<file path="config.mk">
export PLATFORM = sky130hd
export DESIGN_NAME = uart_core
export DESIGN_NICKNAME = d
export VERILOG_FILES = /design/src/hw/uart_tx_shift.v /design/src/hw/uart_rx_shift.v /design/src/hw/uart_core.v
export VERILOG_INCLUDE_DIRS = /design/src /design/src/inc
export SDC_FILE = /design/constraint.sdc
export NUM_CORES = 1
export LEC_CHECK = 0
export ABC_AREA = 1
export CAP_MARGIN = 0
export CELL_PAD_IN_SITES_DETAIL_PLACEMENT = 1
export CELL_PAD_IN_SITES_GLOBAL_PLACEMENT = 2
export CORE_MARGIN = 5
export CORE_UTILIZATION = 39
export CTS_CLUSTER_SIZE = 40
export DETAILED_ROUTE_END_ITERATION = 10
export DONT_BUFFER_PORTS = 1
export GPL_TIMING_DRIVEN = 0
export PLACE_DENSITY = 0.87
export SLEW_MARGIN = 0
export SYNTH_ARGS = -nofsm -noshare
export SYNTH_HDL_FRONTEND = slang
export SYNTH_HIERARCHICAL = 1
export SYNTH_SLANG_ARGS = --single-unit
export TNS_END_PERCENT = 100
</file>
<file path="constraint.sdc">
create_clock -name aclk -period 2.9 [get_ports aclk]
set_input_delay 0.58 -clock aclk [delete_from_list [all_inputs] [get_ports aclk]]
set_output_delay 0.58 -clock aclk [all_outputs]
set_load 0.01 [all_outputs]
</file>
<file path="src/inc/uart_regs.vh">
`ifndef UART_REGS_VH
`define UART_REGS_VH
// Byte offsets on the register bus
`define ADDR_BAUD   8'h00
`define ADDR_CTRL1  8'h04
`define ADDR_CTRL2  8'h08
`define ADDR_STAT1  8'h0C
`define ADDR_STAT2  8'h10
`define ADDR_CTRL3  8'h14
`define ADDR_DATA   8'h18
`define ADDR_CTRL4  8'h1C
// Control 1 fields
`define C1_PAR_ODD  0
`define C1_PAR_EN   1
`define C1_IDLE_TYP 2
`define C1_WAKE_SEL 3
`define C1_NINE     4
`define C1_RX_SRC   5
`define C1_LOOP     7
// Control 2 fields
`define C2_SLEEP    1
`define C2_RX_EN    2
`define C2_TX_EN    3
`define C2_IDLE_IE  4
`define C2_FULL_IE  5
`define C2_TC_IE    6
`define C2_EMPTY_IE 7
// Status 2 fields
`define S2_RX_BUSY  0
`define S2_IDLE_RPT 3
`define S2_EDGE     6
`define S2_BREAK    7
// Control 3 fields, bits 3:0 enable overrun, noise, framing, parity
`define C3_TX_DIR   5
`define C3_TX_NINTH 6
// Control 4 fields
`define C4_EDGE_IE  0
`define C4_BREAK_IE 1
// Reset values
`define BAUD_RST    13'h0001
`define CTRL_RST    8'h00
// Character length in bit times, 16x phase figures
`define CHAR_BITS8  4'hA
`define CHAR_BITS9  4'hB
`define LAST_PH     4'hF
`define EVAL_PH     4'hA
`endif

</file>
<file path="src/hw/uart_tx_shift.v">
`timescale 1ns/1ps
`default_nettype none
`include "uart_regs.vh"
module uart_tx_shift
(
  // Clock, reset, 16x enable
  input  wire        aclk,
  input  wire        rst,
  input  wire        tick16,
  // Frame to send, LSB first
  input  wire        load,
  input  wire [11:0] frame,
  input  wire [3:0]  nbits,
  // Line
  output wire        busy,
  output reg         txd_r
);
  reg [11:0] sh_r;
  reg [3:0]  left_r;
  reg [3:0]  ph_r;

  assign busy = (left_r != 4'h0);

  always @(posedge aclk)
  begin
    if (rst)
    begin
      sh_r   <= 12'hFFF;
      left_r <= 4'h0;
      ph_r   <= 4'h0;
      txd_r  <= 1'b1;
    end
    else if (load && !busy)
    begin
      sh_r   <= frame;
      left_r <= nbits;
      ph_r   <= 4'h0;
      txd_r  <= frame[0];
    end
    else if (busy && tick16)
    begin
      ph_r <= ph_r + 4'h1;
      if (ph_r == `LAST_PH)
      begin
        sh_r   <= {1'b1, sh_r[11:1]};
        left_r <= left_r - 4'h1;
        // Line returns to idle high once the last bit is out
        txd_r  <= (left_r == 4'h1) ? 1'b1 : sh_r[1];
      end
    end
  end
endmodule
`default_nettype wire

</file>
<file path="src/hw/uart_rx_shift.v">
`timescale 1ns/1ps
`default_nettype none
`include "uart_regs.vh"
module uart_rx_shift
(
  // Clock, reset, 16x enable
  input  wire       aclk,
  input  wire       rst,
  input  wire       tick16,
  // Line and format
  input  wire       rx_in,
  input  wire       nine,
  input  wire       par_en,
  input  wire       par_odd,
  // Per-bit view for idle counting
  output reg        bit_tick_r,
  output reg        bit_val_r,
  output wire       in_frame,
  // Character results
  output reg        msb_set_r,
  output reg        done_r,
  output reg  [8:0] data_r,
  output reg        noise_r,
  output reg        frame_err_r,
  output reg        par_err_r
);
  localparam ST_IDLE  = 2'h0;
  localparam ST_START = 2'h1;
  localparam ST_DATA  = 2'h2;
  localparam ST_STOP  = 2'h3;

  reg [1:0] st_r;
  reg [3:0] ph_r;
  reg [3:0] cnt_r;
  reg [2:0] smp_r;
  reg [8:0] sh_r;
  reg       prev_r;
  reg       nz_r;
  reg       px_r;
  wire      maj  = (smp_r[0] & smp_r[1]) | (smp_r[0] & smp_r[2]) | (smp_r[1] & smp_r[2]);
  wire      nzy  = (smp_r != 3'h0) && (smp_r != 3'h7);
  wire      eval = tick16 && (ph_r == `EVAL_PH);
  wire [3:0] last = nine ? 4'h8 : 4'h7;

  assign in_frame = (st_r != ST_IDLE);

  always @(posedge aclk)
  begin
    if (rst)
    begin
      st_r <= ST_IDLE; ph_r <= 4'h0; cnt_r <= 4'h0; smp_r <= 3'h7;
      sh_r <= 9'h000; prev_r <= 1'b0; nz_r <= 1'b0; px_r <= 1'b0;
      bit_tick_r <= 1'b0; bit_val_r <= 1'b1; msb_set_r <= 1'b0; done_r <= 1'b0;
      data_r <= 9'h000; noise_r <= 1'b0; frame_err_r <= 1'b0; par_err_r <= 1'b0;
    end
    else
    begin
      bit_tick_r <= eval;
      bit_val_r  <= maj;
      msb_set_r  <= 1'b0;
      done_r     <= 1'b0;
      if (tick16)
      begin
        ph_r <= ph_r + 4'h1;
        if ((ph_r >= 4'h7) && (ph_r <= 4'h9))
          smp_r <= {smp_r[1:0], rx_in};
      end
      case (st_r)
        ST_IDLE:
          if (tick16)
          begin
            prev_r <= rx_in;
            if (prev_r && !rx_in)
            begin
              st_r <= ST_START;
              ph_r <= 4'h1;
              px_r <= 1'b0;
            end
          end
        ST_START:
          if (eval)
          begin
            // A start bit that votes high was a glitch
            st_r  <= maj ? ST_IDLE : ST_DATA;
            cnt_r <= 4'h0;
            nz_r  <= nzy;
          end
        ST_DATA:
          if (eval)
          begin
            sh_r  <= {maj, sh_r[8:1]};
            px_r  <= px_r ^ maj;
            nz_r  <= nz_r | nzy;
            cnt_r <= cnt_r + 4'h1;
            if (cnt_r == last)
            begin
              st_r      <= ST_STOP;
              msb_set_r <= maj;
            end
          end
        ST_STOP:
          if (eval)
          begin
            st_r        <= ST_IDLE;
            prev_r      <= maj;
            done_r      <= 1'b1;
            data_r      <= nine ? sh_r : {1'b0, sh_r[8:1]};
            noise_r     <= nz_r | nzy;
            frame_err_r <= ~maj;
            par_err_r   <= par_en & (px_r ^ par_odd);
          end
        default:
          st_r <= ST_IDLE;
      endcase
    end
  end
endmodule
`default_nettype wire

</file>
<file path="src/hw/uart_core.v">
`timescale 1ns/1ps
`default_nettype none
`include "uart_regs.vh"
module uart_core
(
  // Clock and reset
  input  wire        aclk,
  input  wire        aresetn,
  // Register bus, write side
  input  wire        awvalid,
  output reg         awready,
  input  wire [7:0]  awaddr,
  input  wire        wvalid,
  output reg         wready,
  input  wire [31:0] wdata,
  input  wire [3:0]  wstrb,
  output reg         bvalid,
  input  wire        bready,
  output reg  [1:0]  bresp,
  // Register bus, read side
  input  wire        arvalid,
  output reg         arready,
  input  wire [7:0]  araddr,
  output reg         rvalid,
  input  wire        rready,
  output reg  [31:0] rdata,
  output reg  [1:0]  rresp,
  // Serial pins
  input  wire        rxd_i,
  input  wire        txd_i,
  output reg         txd_o,
  output reg         txd_oe,
  output reg         rx_pin_used,
  // Power modes
  input  wire        stop_light,
  input  wire        stop_deep,
  // Requests
  output reg         irq_tx,
  output reg         irq_rx,
  output reg         irq_err,
  output reg         wakeup
);

////////////////////////////////////////////////////////////////////////////////

  function [11:0] mk_frame;
    input [7:0] d;
    input       n9;
    input       nine;
    input       pe;
    input       po;
    reg         p7;
    reg         p8;
    begin
      p7 = (^d[6:0]) ^ po;
      p8 = (^d) ^ po;
      if (nine)
        mk_frame = {2'b11, pe ? p8 : n9, d, 1'b0};
      else
        mk_frame = {3'b111, pe ? p7 : d[7], d[6:0], 1'b0};
    end
  endfunction

  // Deep stop wipes the block; light stop only freezes the bit clock and bus
  wire rst_i = ~aresetn | stop_deep;
  wire ce    = ~stop_light;

  reg [12:0] baud_r;
  reg [12:0] div_cnt_r;
  reg        tick_r;
  reg [7:0]  ctrl1_r;
  reg [7:0]  ctrl2_r;
  reg [6:0]  ctrl3_r;
  reg [1:0]  ctrl4_r;
  reg        idle_rpt_r;
  reg        sleep_r;
  reg        rx_full_flag_r;
  reg        idle_r;
  reg        or_r;
  reg        nf_r;
  reg        fe_r;
  reg        pf_r;
  reg        edge_r;
  reg        brk_r;
  reg        tc_r;
  reg [5:0]  arm_r;
  reg        idle_ok_r;
  reg [3:0]  idle_cnt_r;
  reg [7:0]  rx_data_r;
  reg        rx_ninth_r;
  reg [7:0]  tx_buf_r;
  reg        tx_full_r;
  reg        pre_pend_r;
  reg        te_prev_r;
  reg        rxd_m_r;
  reg        rxd_s_r;
  reg        txi_m_r;
  reg        txi_s_r;
  reg        rx_prev_r;
  reg [31:0] rdata_nxt;

  wire       nine     = ctrl1_r[`C1_NINE];
  wire       loop     = ctrl1_r[`C1_LOOP];
  wire       src      = ctrl1_r[`C1_RX_SRC];
  wire       re       = ctrl2_r[`C2_RX_EN];
  wire       te       = ctrl2_r[`C2_TX_EN];
  wire       dir      = ctrl3_r[`C3_TX_DIR];
  wire [3:0] char_len = nine ? `CHAR_BITS9 : `CHAR_BITS8;

////////////////////////////////////////////////////////////////////////////////
// Pins and line selection

  wire txs_busy;
  wire txs_txd;
  wire single   = loop & src;
  // Receiver source: pin, internal loop, or the shared transmit wire
  wire rx_in    = !loop ? rxd_s_r :
                  (!src ? txs_txd :
                  (dir ? txs_txd : txi_s_r));

  always @(posedge aclk)
  begin
    if (rst_i)
    begin
      rxd_m_r <= 1'b1; rxd_s_r <= 1'b1;
      txi_m_r <= 1'b1; txi_s_r <= 1'b1;
      rx_prev_r <= 1'b1;
      txd_o <= 1'b1; txd_oe <= 1'b0; rx_pin_used <= 1'b1;
    end
    else
    begin
      rxd_m_r     <= rxd_i;
      rxd_s_r     <= rxd_m_r;
      txi_m_r     <= txd_i;
      txi_s_r     <= txi_m_r;
      rx_prev_r   <= rx_in;
      txd_o       <= txs_txd;
      // Pin released when idle and disabled, or turned to input in single-wire
      txd_oe      <= (te | txs_busy) & ~(single & ~dir);
      rx_pin_used <= ~loop;
    end
  end

////////////////////////////////////////////////////////////////////////////////
// Bit clock, halted in light stop

  always @(posedge aclk)
  begin
    if (rst_i || !ce || (baud_r == 13'h0000))
    begin
      div_cnt_r <= 13'h0000;
      tick_r    <= 1'b0;
    end
    else if (div_cnt_r == (baud_r - 13'h0001))
    begin
      div_cnt_r <= 13'h0000;
      tick_r    <= 1'b1;
    end
    else
    begin
      div_cnt_r <= div_cnt_r + 13'h0001;
      tick_r    <= 1'b0;
    end
  end

////////////////////////////////////////////////////////////////////////////////
// Shifters

  wire       rxs_tick;
  wire       rxs_val;
  wire       rxs_frame;
  wire       rxs_msb;
  wire       rxs_done;
  wire [8:0] rxs_data;
  wire       rxs_nf;
  wire       rxs_fe;
  wire       rxs_pf;

  uart_rx_shift u_rx
  (
    .aclk        (aclk),
    .rst         (rst_i | ~re),
    .tick16      (tick_r),
    .rx_in       (rx_in),
    .nine        (nine),
    .par_en      (ctrl1_r[`C1_PAR_EN]),
    .par_odd     (ctrl1_r[`C1_PAR_ODD]),
    .bit_tick_r  (rxs_tick),
    .bit_val_r   (rxs_val),
    .in_frame    (rxs_frame),
    .msb_set_r   (rxs_msb),
    .done_r      (rxs_done),
    .data_r      (rxs_data),
    .noise_r     (rxs_nf),
    .frame_err_r (rxs_fe),
    .par_err_r   (rxs_pf)
  );

  wire        tx_load  = te & ~txs_busy & (pre_pend_r | tx_full_r);
  wire [11:0] tx_frame = pre_pend_r ? 12'hFFF :
                         mk_frame(tx_buf_r, ctrl3_r[`C3_TX_NINTH], nine,
                                  ctrl1_r[`C1_PAR_EN], ctrl1_r[`C1_PAR_ODD]);

  uart_tx_shift u_tx
  (
    .aclk   (aclk),
    .rst    (rst_i),
    .tick16 (tick_r),
    .load   (tx_load),
    .frame  (tx_frame),
    .nbits  (char_len),
    .busy   (txs_busy),
    .txd_r  (txs_txd)
  );

////////////////////////////////////////////////////////////////////////////////
// Register bus: address and data are taken together, answer one cycle later

  wire wr_hs   = awready & awvalid;
  wire rd_hs   = arready & arvalid;
  wire wr_en   = wr_hs & wstrb[0];
  wire st_rd   = rd_hs & (araddr == `ADDR_STAT1);
  wire data_rd = rd_hs & (araddr == `ADDR_DATA);
  wire tx_wr   = wr_en & (awaddr == `ADDR_DATA);
  wire s2_wr   = wr_en & (awaddr == `ADDR_STAT2);
  wire wr_map  = (awaddr[7:5] == 3'h0) && (awaddr[1:0] == 2'h0);
  wire rd_map  = (araddr[7:5] == 3'h0) && (araddr[1:0] == 2'h0);

  always @*
  begin
    rdata_nxt = 32'h0000_0000;
    case (araddr)
      `ADDR_BAUD:  rdata_nxt[12:0] = baud_r;
      `ADDR_CTRL1: rdata_nxt[7:0]  = ctrl1_r;
      `ADDR_CTRL2: rdata_nxt[7:0]  = {ctrl2_r[7:2], sleep_r, ctrl2_r[0]};
      `ADDR_STAT1: rdata_nxt[7:0]  = {~tx_full_r, tc_r, rx_full_flag_r, idle_r,
                                      or_r, nf_r, fe_r, pf_r};
      `ADDR_STAT2: rdata_nxt[7:0]  = {brk_r, edge_r, 2'b00, idle_rpt_r,
                                      2'b00, rxs_frame};
      `ADDR_CTRL3: rdata_nxt[7:0]  = {rx_ninth_r, ctrl3_r};
      `ADDR_DATA:  rdata_nxt[7:0]  = rx_data_r;
      `ADDR_CTRL4: rdata_nxt[1:0]  = ctrl4_r;
      default:     rdata_nxt       = 32'h0000_0000;
    endcase
  end

  always @(posedge aclk)
  begin
    if (rst_i)
    begin
      awready <= 1'b0; wready <= 1'b0; bvalid <= 1'b0; bresp <= 2'h0;
      arready <= 1'b0; rvalid <= 1'b0; rdata <= 32'h0000_0000; rresp <= 2'h0;
    end
    else
    begin
      awready <= awvalid & wvalid & ~awready & ~bvalid & ce;
      wready  <= awvalid & wvalid & ~awready & ~bvalid & ce;
      arready <= arvalid & ~arready & ~rvalid & ce;
      if (wr_hs)
      begin
        bvalid <= 1'b1;
        bresp  <= wr_map ? 2'h0 : 2'h2;
      end
      else if (bready)
        bvalid <= 1'b0;
      if (rd_hs)
      begin
        rvalid <= 1'b1;
        rdata  <= rdata_nxt;
        rresp  <= rd_map ? 2'h0 : 2'h2;
      end
      else if (rready)
        rvalid <= 1'b0;
    end
  end

////////////////////////////////////////////////////////////////////////////////
// Control registers

  always @(posedge aclk)
  begin
    if (rst_i)
    begin
      baud_r <= `BAUD_RST; ctrl1_r <= `CTRL_RST; ctrl2_r <= `CTRL_RST;
      ctrl3_r <= 7'h00; ctrl4_r <= 2'h0; idle_rpt_r <= 1'b0;
    end
    else if (wr_en)
    begin
      case (awaddr)
        `ADDR_BAUD:
        begin
          baud_r[7:0] <= wdata[7:0];
          if (wstrb[1])
            baud_r[12:8] <= wdata[12:8];
        end
        `ADDR_CTRL1: ctrl1_r    <= wdata[7:0];
        `ADDR_CTRL2: ctrl2_r    <= wdata[7:0];
        `ADDR_STAT2: idle_rpt_r <= wdata[`S2_IDLE_RPT];
        `ADDR_CTRL3: ctrl3_r    <= wdata[6:0];
        `ADDR_CTRL4: ctrl4_r    <= wdata[1:0];
        default:     ctrl4_r    <= ctrl4_r;
      endcase
    end
  end

////////////////////////////////////////////////////////////////////////////////
// Idle detection and wakeup

  wire idle_need = (idle_cnt_r == (char_len - 4'h1));
  wire idle_ev   = re & rxs_tick & rxs_val & idle_need &
                   ~(ctrl1_r[`C1_IDLE_TYP] & rxs_frame);
  wire idle_set  = idle_ev & idle_ok_r & (~sleep_r | idle_rpt_r);
  wire wake      = ctrl1_r[`C1_WAKE_SEL];

  always @(posedge aclk)
  begin
    if (rst_i)
      idle_cnt_r <= 4'h0;
    else if (rxs_tick)
    begin
      // Zero bits restart the count; type 1 also holds it through the frame
      if (!rxs_val || (ctrl1_r[`C1_IDLE_TYP] && rxs_frame))
        idle_cnt_r <= 4'h0;
      else if (idle_cnt_r != char_len)
        idle_cnt_r <= idle_cnt_r + 4'h1;
    end
  end

  always @(posedge aclk)
  begin
    if (rst_i)
      sleep_r <= 1'b0;
    else if (idle_ev && !wake)
      sleep_r <= 1'b0;
    else if (rxs_msb && wake)
      sleep_r <= 1'b0;
    else if (wr_en && (awaddr == `ADDR_CTRL2))
      sleep_r <= wdata[`C2_SLEEP];
  end

////////////////////////////////////////////////////////////////////////////////
// Status flags; a set in the same cycle as its clear wins

  wire       rx_take = rxs_done & ~sleep_r;
  wire       rx_ovr  = rx_take & rx_full_flag_r;
  wire       rx_load = rx_take & ~rx_full_flag_r;
  wire [5:0] clr     = data_rd ? arm_r : 6'h00;
  wire       edge_set = re & rx_prev_r & ~rx_in & ~sleep_r;
  wire       brk_set  = rx_load & rxs_fe & (rxs_data == 9'h000);

  always @(posedge aclk)
  begin
    if (rst_i)
    begin
      rx_full_flag_r <= 1'b0; idle_r <= 1'b0; or_r <= 1'b0; nf_r <= 1'b0;
      fe_r <= 1'b0; pf_r <= 1'b0; edge_r <= 1'b0; brk_r <= 1'b0;
      arm_r <= 6'h00; idle_ok_r <= 1'b1; rx_data_r <= 8'h00; rx_ninth_r <= 1'b0;
    end
    else
    begin
      rx_full_flag_r <= rx_load | (rx_full_flag_r & ~clr[4]);
      idle_r <= idle_set | (idle_r & ~clr[5]);
      or_r   <= rx_ovr | (or_r & ~clr[3]);
      nf_r   <= (rx_load & rxs_nf) | (nf_r & ~clr[2]);
      fe_r   <= (rx_load & rxs_fe) | (fe_r & ~clr[1]);
      pf_r   <= (rx_load & rxs_pf) | (pf_r & ~clr[0]);
      edge_r <= edge_set | (edge_r & ~(s2_wr & wdata[`S2_EDGE]));
      brk_r  <= brk_set | (brk_r & ~(s2_wr & wdata[`S2_BREAK]));
      if (st_rd)
        arm_r <= {idle_r, rx_full_flag_r, or_r, nf_r, fe_r, pf_r};
      else if (data_rd)
        arm_r <= 6'h00;
      // A long idle line reports once until a character arrives
      if (rx_load)
        idle_ok_r <= 1'b1;
      else if (idle_set)
        idle_ok_r <= 1'b0;
      if (rx_load)
      begin
        rx_data_r  <= rxs_data[7:0];
        rx_ninth_r <= rxs_data[8];
      end
    end
  end

////////////////////////////////////////////////////////////////////////////////
// Transmit buffer

  always @(posedge aclk)
  begin
    if (rst_i)
    begin
      tx_buf_r <= 8'h00; tx_full_r <= 1'b0; pre_pend_r <= 1'b0;
      te_prev_r <= 1'b0; tc_r <= 1'b1;
    end
    else
    begin
      te_prev_r  <= te;
      // Enabling the transmitter queues one idle character first
      pre_pend_r <= (te & ~te_prev_r) | (pre_pend_r & ~tx_load);
      tx_full_r  <= tx_wr | (tx_full_r & ~(tx_load & ~pre_pend_r));
      if (tx_wr)
        tx_buf_r <= wdata[7:0];
      tc_r <= ~tx_full_r & ~txs_busy & ~pre_pend_r & ~tx_load & ~tx_wr;
    end
  end

////////////////////////////////////////////////////////////////////////////////
// Requests

  always @(posedge aclk)
  begin
    if (rst_i)
    begin
      irq_tx <= 1'b0; irq_rx <= 1'b0; irq_err <= 1'b0; wakeup <= 1'b0;
    end
    else
    begin
      irq_tx  <= (~tx_full_r & ctrl2_r[`C2_EMPTY_IE]) |
                 (tc_r & ctrl2_r[`C2_TC_IE]);
      irq_rx  <= (rx_full_flag_r & ctrl2_r[`C2_FULL_IE]) | (idle_r & ctrl2_r[`C2_IDLE_IE]) |
                 (edge_r & ctrl4_r[`C4_EDGE_IE]) | (brk_r & ctrl4_r[`C4_BREAK_IE]);
      irq_err <= |({or_r, nf_r, fe_r, pf_r} & ctrl3_r[3:0]);
      // Edge logic keeps running while the bit clock is frozen
      wakeup  <= stop_light & edge_r & ctrl4_r[`C4_EDGE_IE];
    end
  end

endmodule
`default_nettype wire

</file>
Word level (Yosys, flattened, before mapping). Index checks and enable logic that the tools add are counted.

Bits of input ports: 63. Word-level logic and storage cells: 360. Output and inout port bits: 48. Register bits after elaboration: 189.

Reduce and logical (&&, ||, !) cells: 65. Add/subtract/negate cells: 8. Order comparisons: 2. Bitwise logic cells: 127. Equal/unequal tests: 30. Mux-type cells: 61.

Operator list (number): 1-bit AND (66); 8-bit by 5-bit equality test with 1-bit output (second input constant) (8); 12-bit 2-to-1 mux (4); 4-bit 2-to-1 mux (12); 6-bit one-hot mux with 7 select lines (1); 1-bit NOT (34); 8-bit by 4-bit equality test with 1-bit output (second input constant) (3); 1-bit 2-to-1 mux (23); 1-bit OR (22); 2-bit AND reduction (11); 2-bit nonzero test (10); 2-bit 2-to-1 mux (9); 6-bit 2-to-1 mux (3); 4-bit by 1-bit adder with 4-bit output (second input constant) (4); 8-bit by 3-bit equality test with 1-bit output (second input constant) (2); 8-bit logical NOT (2); 2-bit one-hot mux with 8 select lines (1); 13-bit by 1-bit adder with 13-bit output (second input constant) (1); 13-bit equality test (1); 13-bit logical NOT (1); 13-bit by 1-bit subtractor with 13-bit output (second input constant) (1); 1-bit logical AND (12); 10-bit 2-to-1 mux (1); 2-bit by 1-bit != test with 1-bit output (second input constant) (5); 33 further kinds (56).

Logic depth before layout (Yosys ltp).
Word-level depth: 8. Mapped depth: 15. Depth with buffers taken out: 14.

By module. The synthesis kept the hierarchy.

Modules (own cells, without submodules): uart_core (times used 1, seq. area each 2482.4 um^2, cells an instance 851, area an instance 6055.8 um^2); uart_rx_shift (times used 1, seq. area each 820.8 um^2, cells an instance 256, area an instance 1899.3 um^2); uart_tx_shift (times used 1, seq. area each 400.4 um^2, cells an instance 166, area an instance 1087.3 um^2).

Least setup slack after synthesis. Ideal clock, no wire load.

Kind: input-to-reg. Start: input port aresetn. End: register u_tx.sh_r[10]. Buffers on the path: 3. Data arrival time: 1.828 ns. Data required time: 2.766 ns. Path slack: 0.938 ns. Setup time: 0.134 ns. Cell stages on the path: 8. Cells stage by stage: inv_1 -> nor2_2 -> inv_1 -> clkbuf_1 -> clkbuf_1 -> inv_1 -> clkbuf_1 -> nand3_1.

Longest elaborated chain between the ends: 2.

Ends and longest elaborated chain: from (decl) (line uart_core.v:8) `input wire aresetn,`; 1-bit NOT (line uart_core.v:65) `wire rst_i = ~aresetn | stop_deep;`; 1-bit OR (line uart_core.v:65); via rst_i (line uart_core.v:65); to (signal assigned) (line uart_tx_shift.v:35) `sh_r <= frame;`; to (signal assigned) (line uart_tx_shift.v:45) `sh_r <= {1'b1, sh_r[11:1]};`; to (decl) (line uart_tx_shift.v:18) `reg [11:0] sh_r;`.

The timed path passes the listed nets, and every way through them passes these cells. A chain may end at the register's enable or synchronous reset.

Final worst setup path.
Start: input port aresetn. End: register u_tx.left_r[2].

Longest elaborated chain between the ends: 2.

Ends and longest elaborated chain: 1-bit NOT (line uart_core.v:65); 1-bit OR (line uart_core.v:65); via rst_i (line uart_core.v:65); to (signal assigned) (line uart_tx_shift.v:36) `left_r <= nbits;`; to (signal assigned) (line uart_tx_shift.v:46) `left_r <= left_r - 4'h1;`; to (decl) (line uart_tx_shift.v:19) `reg [3:0] left_r;`.

The timed path passes the listed nets, and every way through them passes these cells.

==> metrics.md <==
| Metric | Value |
|---|---|
| DRT antenna net count | `0` |
| Overall power | `5.10 mW` |
| TritonRoute pass-1 iters | `4` |
| Post-synth EDFFs | `0` |
| Netlist cell types | `50` |
| First-pass GRT wire length | `between 40 and 50 mm` |
| Commonest non-fill, non-tap cell in the layout | `nand2_1` |
| CTS Root Buffer Type | `clkbuf_16` |
| Crit path top cell by count | `inv_1` |
| Area Overhead vs Synth | `11.6%` |
| Die ar. | `26300 µm²` |
| H-tree Lvls | `4` |
| Slowest stage delay, CP | `approximately 700 ps` |
| Tcrit/Tclk final | `86.0%` |
| # Post-CTS Setup Buffers | `0` |
| # clock sinks | `between 150 and 200` |
| Critical Path Start Type | `input pin` |
| Vias per cell | `5.05` |
| Antenna violations before repair | `0` |
| Syn Inst Count | `1273` |
| Clock latency on the worst-skew pair | `440 ps` |
| Final Setup Violations | `0` |
| First-iteration detailed-routing DRC count | `398` |
| ANT cells | `0` |
| Maximum clock rate | `~400 MHz` |
| CTS tree | `yes` |
| Pleak | `4.17 nW` |
| RSZ-0062 raised after global routing | `false` |
| CP Class | `in2reg` |
| Dpl hpwl | `20.9 mm` |
| Post-CTS Hold Buffers | `0` |
| CTS clock-pin slew for the worst setup and hold paths | `80 ps` |
| CORE AREA | `approximately 23000 µm²` |
| Critical Path Fanout Max | `12` |
| Routability cong. | `roughly 0.9` |
| Mean Syn Cell Area | `around 7.1 µm²` |
| CTS Buf Count | `17` |
| # IOs | `approximately 110` |
| Post-Syn Area | `9040 µm²` |
| Resized cells post-CTS | `0` |
| MaxCap Viol Count | `0` |
| WP buf/inv | `5` |
| Family with the most delay on the worst path | `buffers and inverters` |
| Rows | `55` |
| Post-synth ARST share | `0%` |
| Worst Tran Pin Value | `roughly 820 ps` |
| DP Worst Slack | `-129 ps` |
| Crit-path cells | `inv_1 > nor2_2 > inv_1 > clkbuf_1 > clkbuf_1 > inv_1 > nand2_1 > nand2_1 > o21ai_0 > nor2_1` |
| Vias in the first global route | `8384` |
| Initial Utilization | `between 30% and 40%` |
| Status | `complete, no violations` |
| DRC viols | `0` |
| Number of port buffers | `0` |
| Critical-path top delay cell | `clkbuf_1` |
| Ys flop type | `dfxtp_1` |
| CP required | `between 3000 and 4000 ps` |
| Via Count | `8149` |
| Fin crit period | `2490 ps` |
| Register bit total from synthesis | `185` |
| Drt total wl | `27.3 mm` |
| Critical path arrival | `2830 ps` |
| DR WL/cell | `16.9 µm` |
| Sequential area share after synthesis | `41.0%` |
| Most frequent cells in the layout | `309 x nand2_1, 185 x dfxtp_1, 133 x inv_1` |
| Hold Path Class | `in2reg` |
| VDD IR-drop max | `0.354 mV` |
| Pin count of the biggest net entering global routing | `20` |
| Die Height | `162 µm` |
| Post-route setup slack | `slightly above 400 ps` |
| Pwr dens | `a little over 500 nW/µm²` |
| Die width | `162 µm` |
| Slew headroom | `45.3%` |
| Crit path capture type | `register` |
| Final hold vios | `0` |
| Clock Tree Buf Depth | `2` |
| Overall Global Routing Usage | `between 20% and 30%` |
| Remaining global-route overflow | `0` |
| Clock skew | `12.0 ps` |
| Pins over their slew limit | `0` |
| Synth Warn # | `6` |
| Final nets | `between 1000 and 1500` |
| Layout cells sized above 1 | `a little under an eighth` |
cells in the mapped netlist, drive strengths merged, types with 4 or more instances:
| library cell | number | share of area (%) |
|---|---|---|
| a211oi | 8 | 0.66 |
| a21oi | 117 | 6.8 |
| a31oi | 4 | 0.28 |
| buf | 38 | 3.1 |
| clkbuf | 22 | 0.91 |
| dfxtp | 185 | 41 |
| ha | 12 | 1.7 |
| inv | 144 | 6.0 |
| nand2 | 330 | 15 |
| nand3 | 78 | 4.6 |
| nand4 | 11 | 0.76 |
| nor2 | 125 | 6.1 |
| nor3 | 16 | 1.4 |
| o21ai | 112 | 6.2 |
| or2 | 13 | 0.90 |
| xnor2 | 14 | 1.4 |
| xor2 | 18 | 1.7 |
worst reg2reg max path: stages (launching register included):
cell and delay [ps]:
dfxtp_1 340, inv_1 100, ha_1 300, nand2_2 140
inv_1 100, nand2_1 90, nor2_1 230, nand3_4 200
clkbuf_1 300, nand2_1 130, nand2_1 60, nand2_1 60
nand3_1 60
cell families (layout without fill, tap and decap cells):
group / after synthesis / in the layout / share of synthesized area [%]
simple gates: 581 / 581 / 28.9
buf+inv: 206 / 238 / 10.1
compound gates: 255 / 255 / 15.2
other cells: 2 / 26 / 0.0831
flops: 185 / 185 / 41.0
fa+ha+maj: 12 / 12 / 1.66
xor+xnor: 32 / 32 / 3.10
stage by stage:
| step | std cells | utilization, % | setup TNS [ps] | hold slack, ps | cell area, µm² |
|---|---|---|---|---|---|
| floorplan | 1297 | - | 0 | 366 | 9130 |
| global placement | 1582 | 41.8 | -773 | 398 | 9490 |
| detailed placement | 1582 | 41.8 | -1140 | 402 | 9490 |
| CTS | 1614 | 44.4 | 0 | 226 | 10100 |
| global route | 1614 | 44.4 | 0 | 225 | 10100 |
| finish | 1614 | 44.4 | 0 | 242 | 10100 |
layout make-up:
cell class              instances  area [µm²]
fillers                      2930       12600
inverters                     146         549
multi-input cells             906        4520
well taps                     285         357
plain buffers                  60         364
clock buffers                  17         425
clock inverters                15         179
flip-flops and latches        185        3700
metal layers:
metal | track usage [%] | share of wire, %
met1 | 26.1 | 45
met2 | 36.4 | 48
met3 | 4.95 | 4.3
met4 | 6.57 | 2.2
met5 | 0 | 0
where the power goes:
group          internal, mW  switching, mW
combinational        0.0387          0.102
sequential             2.54        0.00333
clock                  1.24           1.18
worst paths after layout:
kind / endpoint / slack, ps / cells past startpoint / from
hold reg to reg: sleep_r / 410 / 1 / u_rx/msb_set_r
hold / removal: txi_m_r / 240 / 1 / txd_i
setup / recovery: u_tx/left_r[2] / 410 / 10 / aresetn
setup reg to reg: u_tx/sh_r[5] / 660 / 12 / u_tx/left_r[0]
registers in the layout (all words and copies together) (netlist names), 2 cells and up, named ones only:
register     flops
arm_r            6
ctrl3_r          7
ctrl4_r          2
baud_r          13
u_tx/ph_r        4
u_rx/ph_r        3
ctrl2_r          7
tx_buf_r         8
idle_cnt_r       4
ctrl1_r          8
u_tx/sh_r       11
u_rx/data_r      9
u_rx/cnt_r       4
u_rx/sh_r        9
rx_data_r        8
div_cnt_r       13
rdata           13
u_rx/smp_r       3
u_tx/left_r      4
Power figures use the tool's default switching activity.
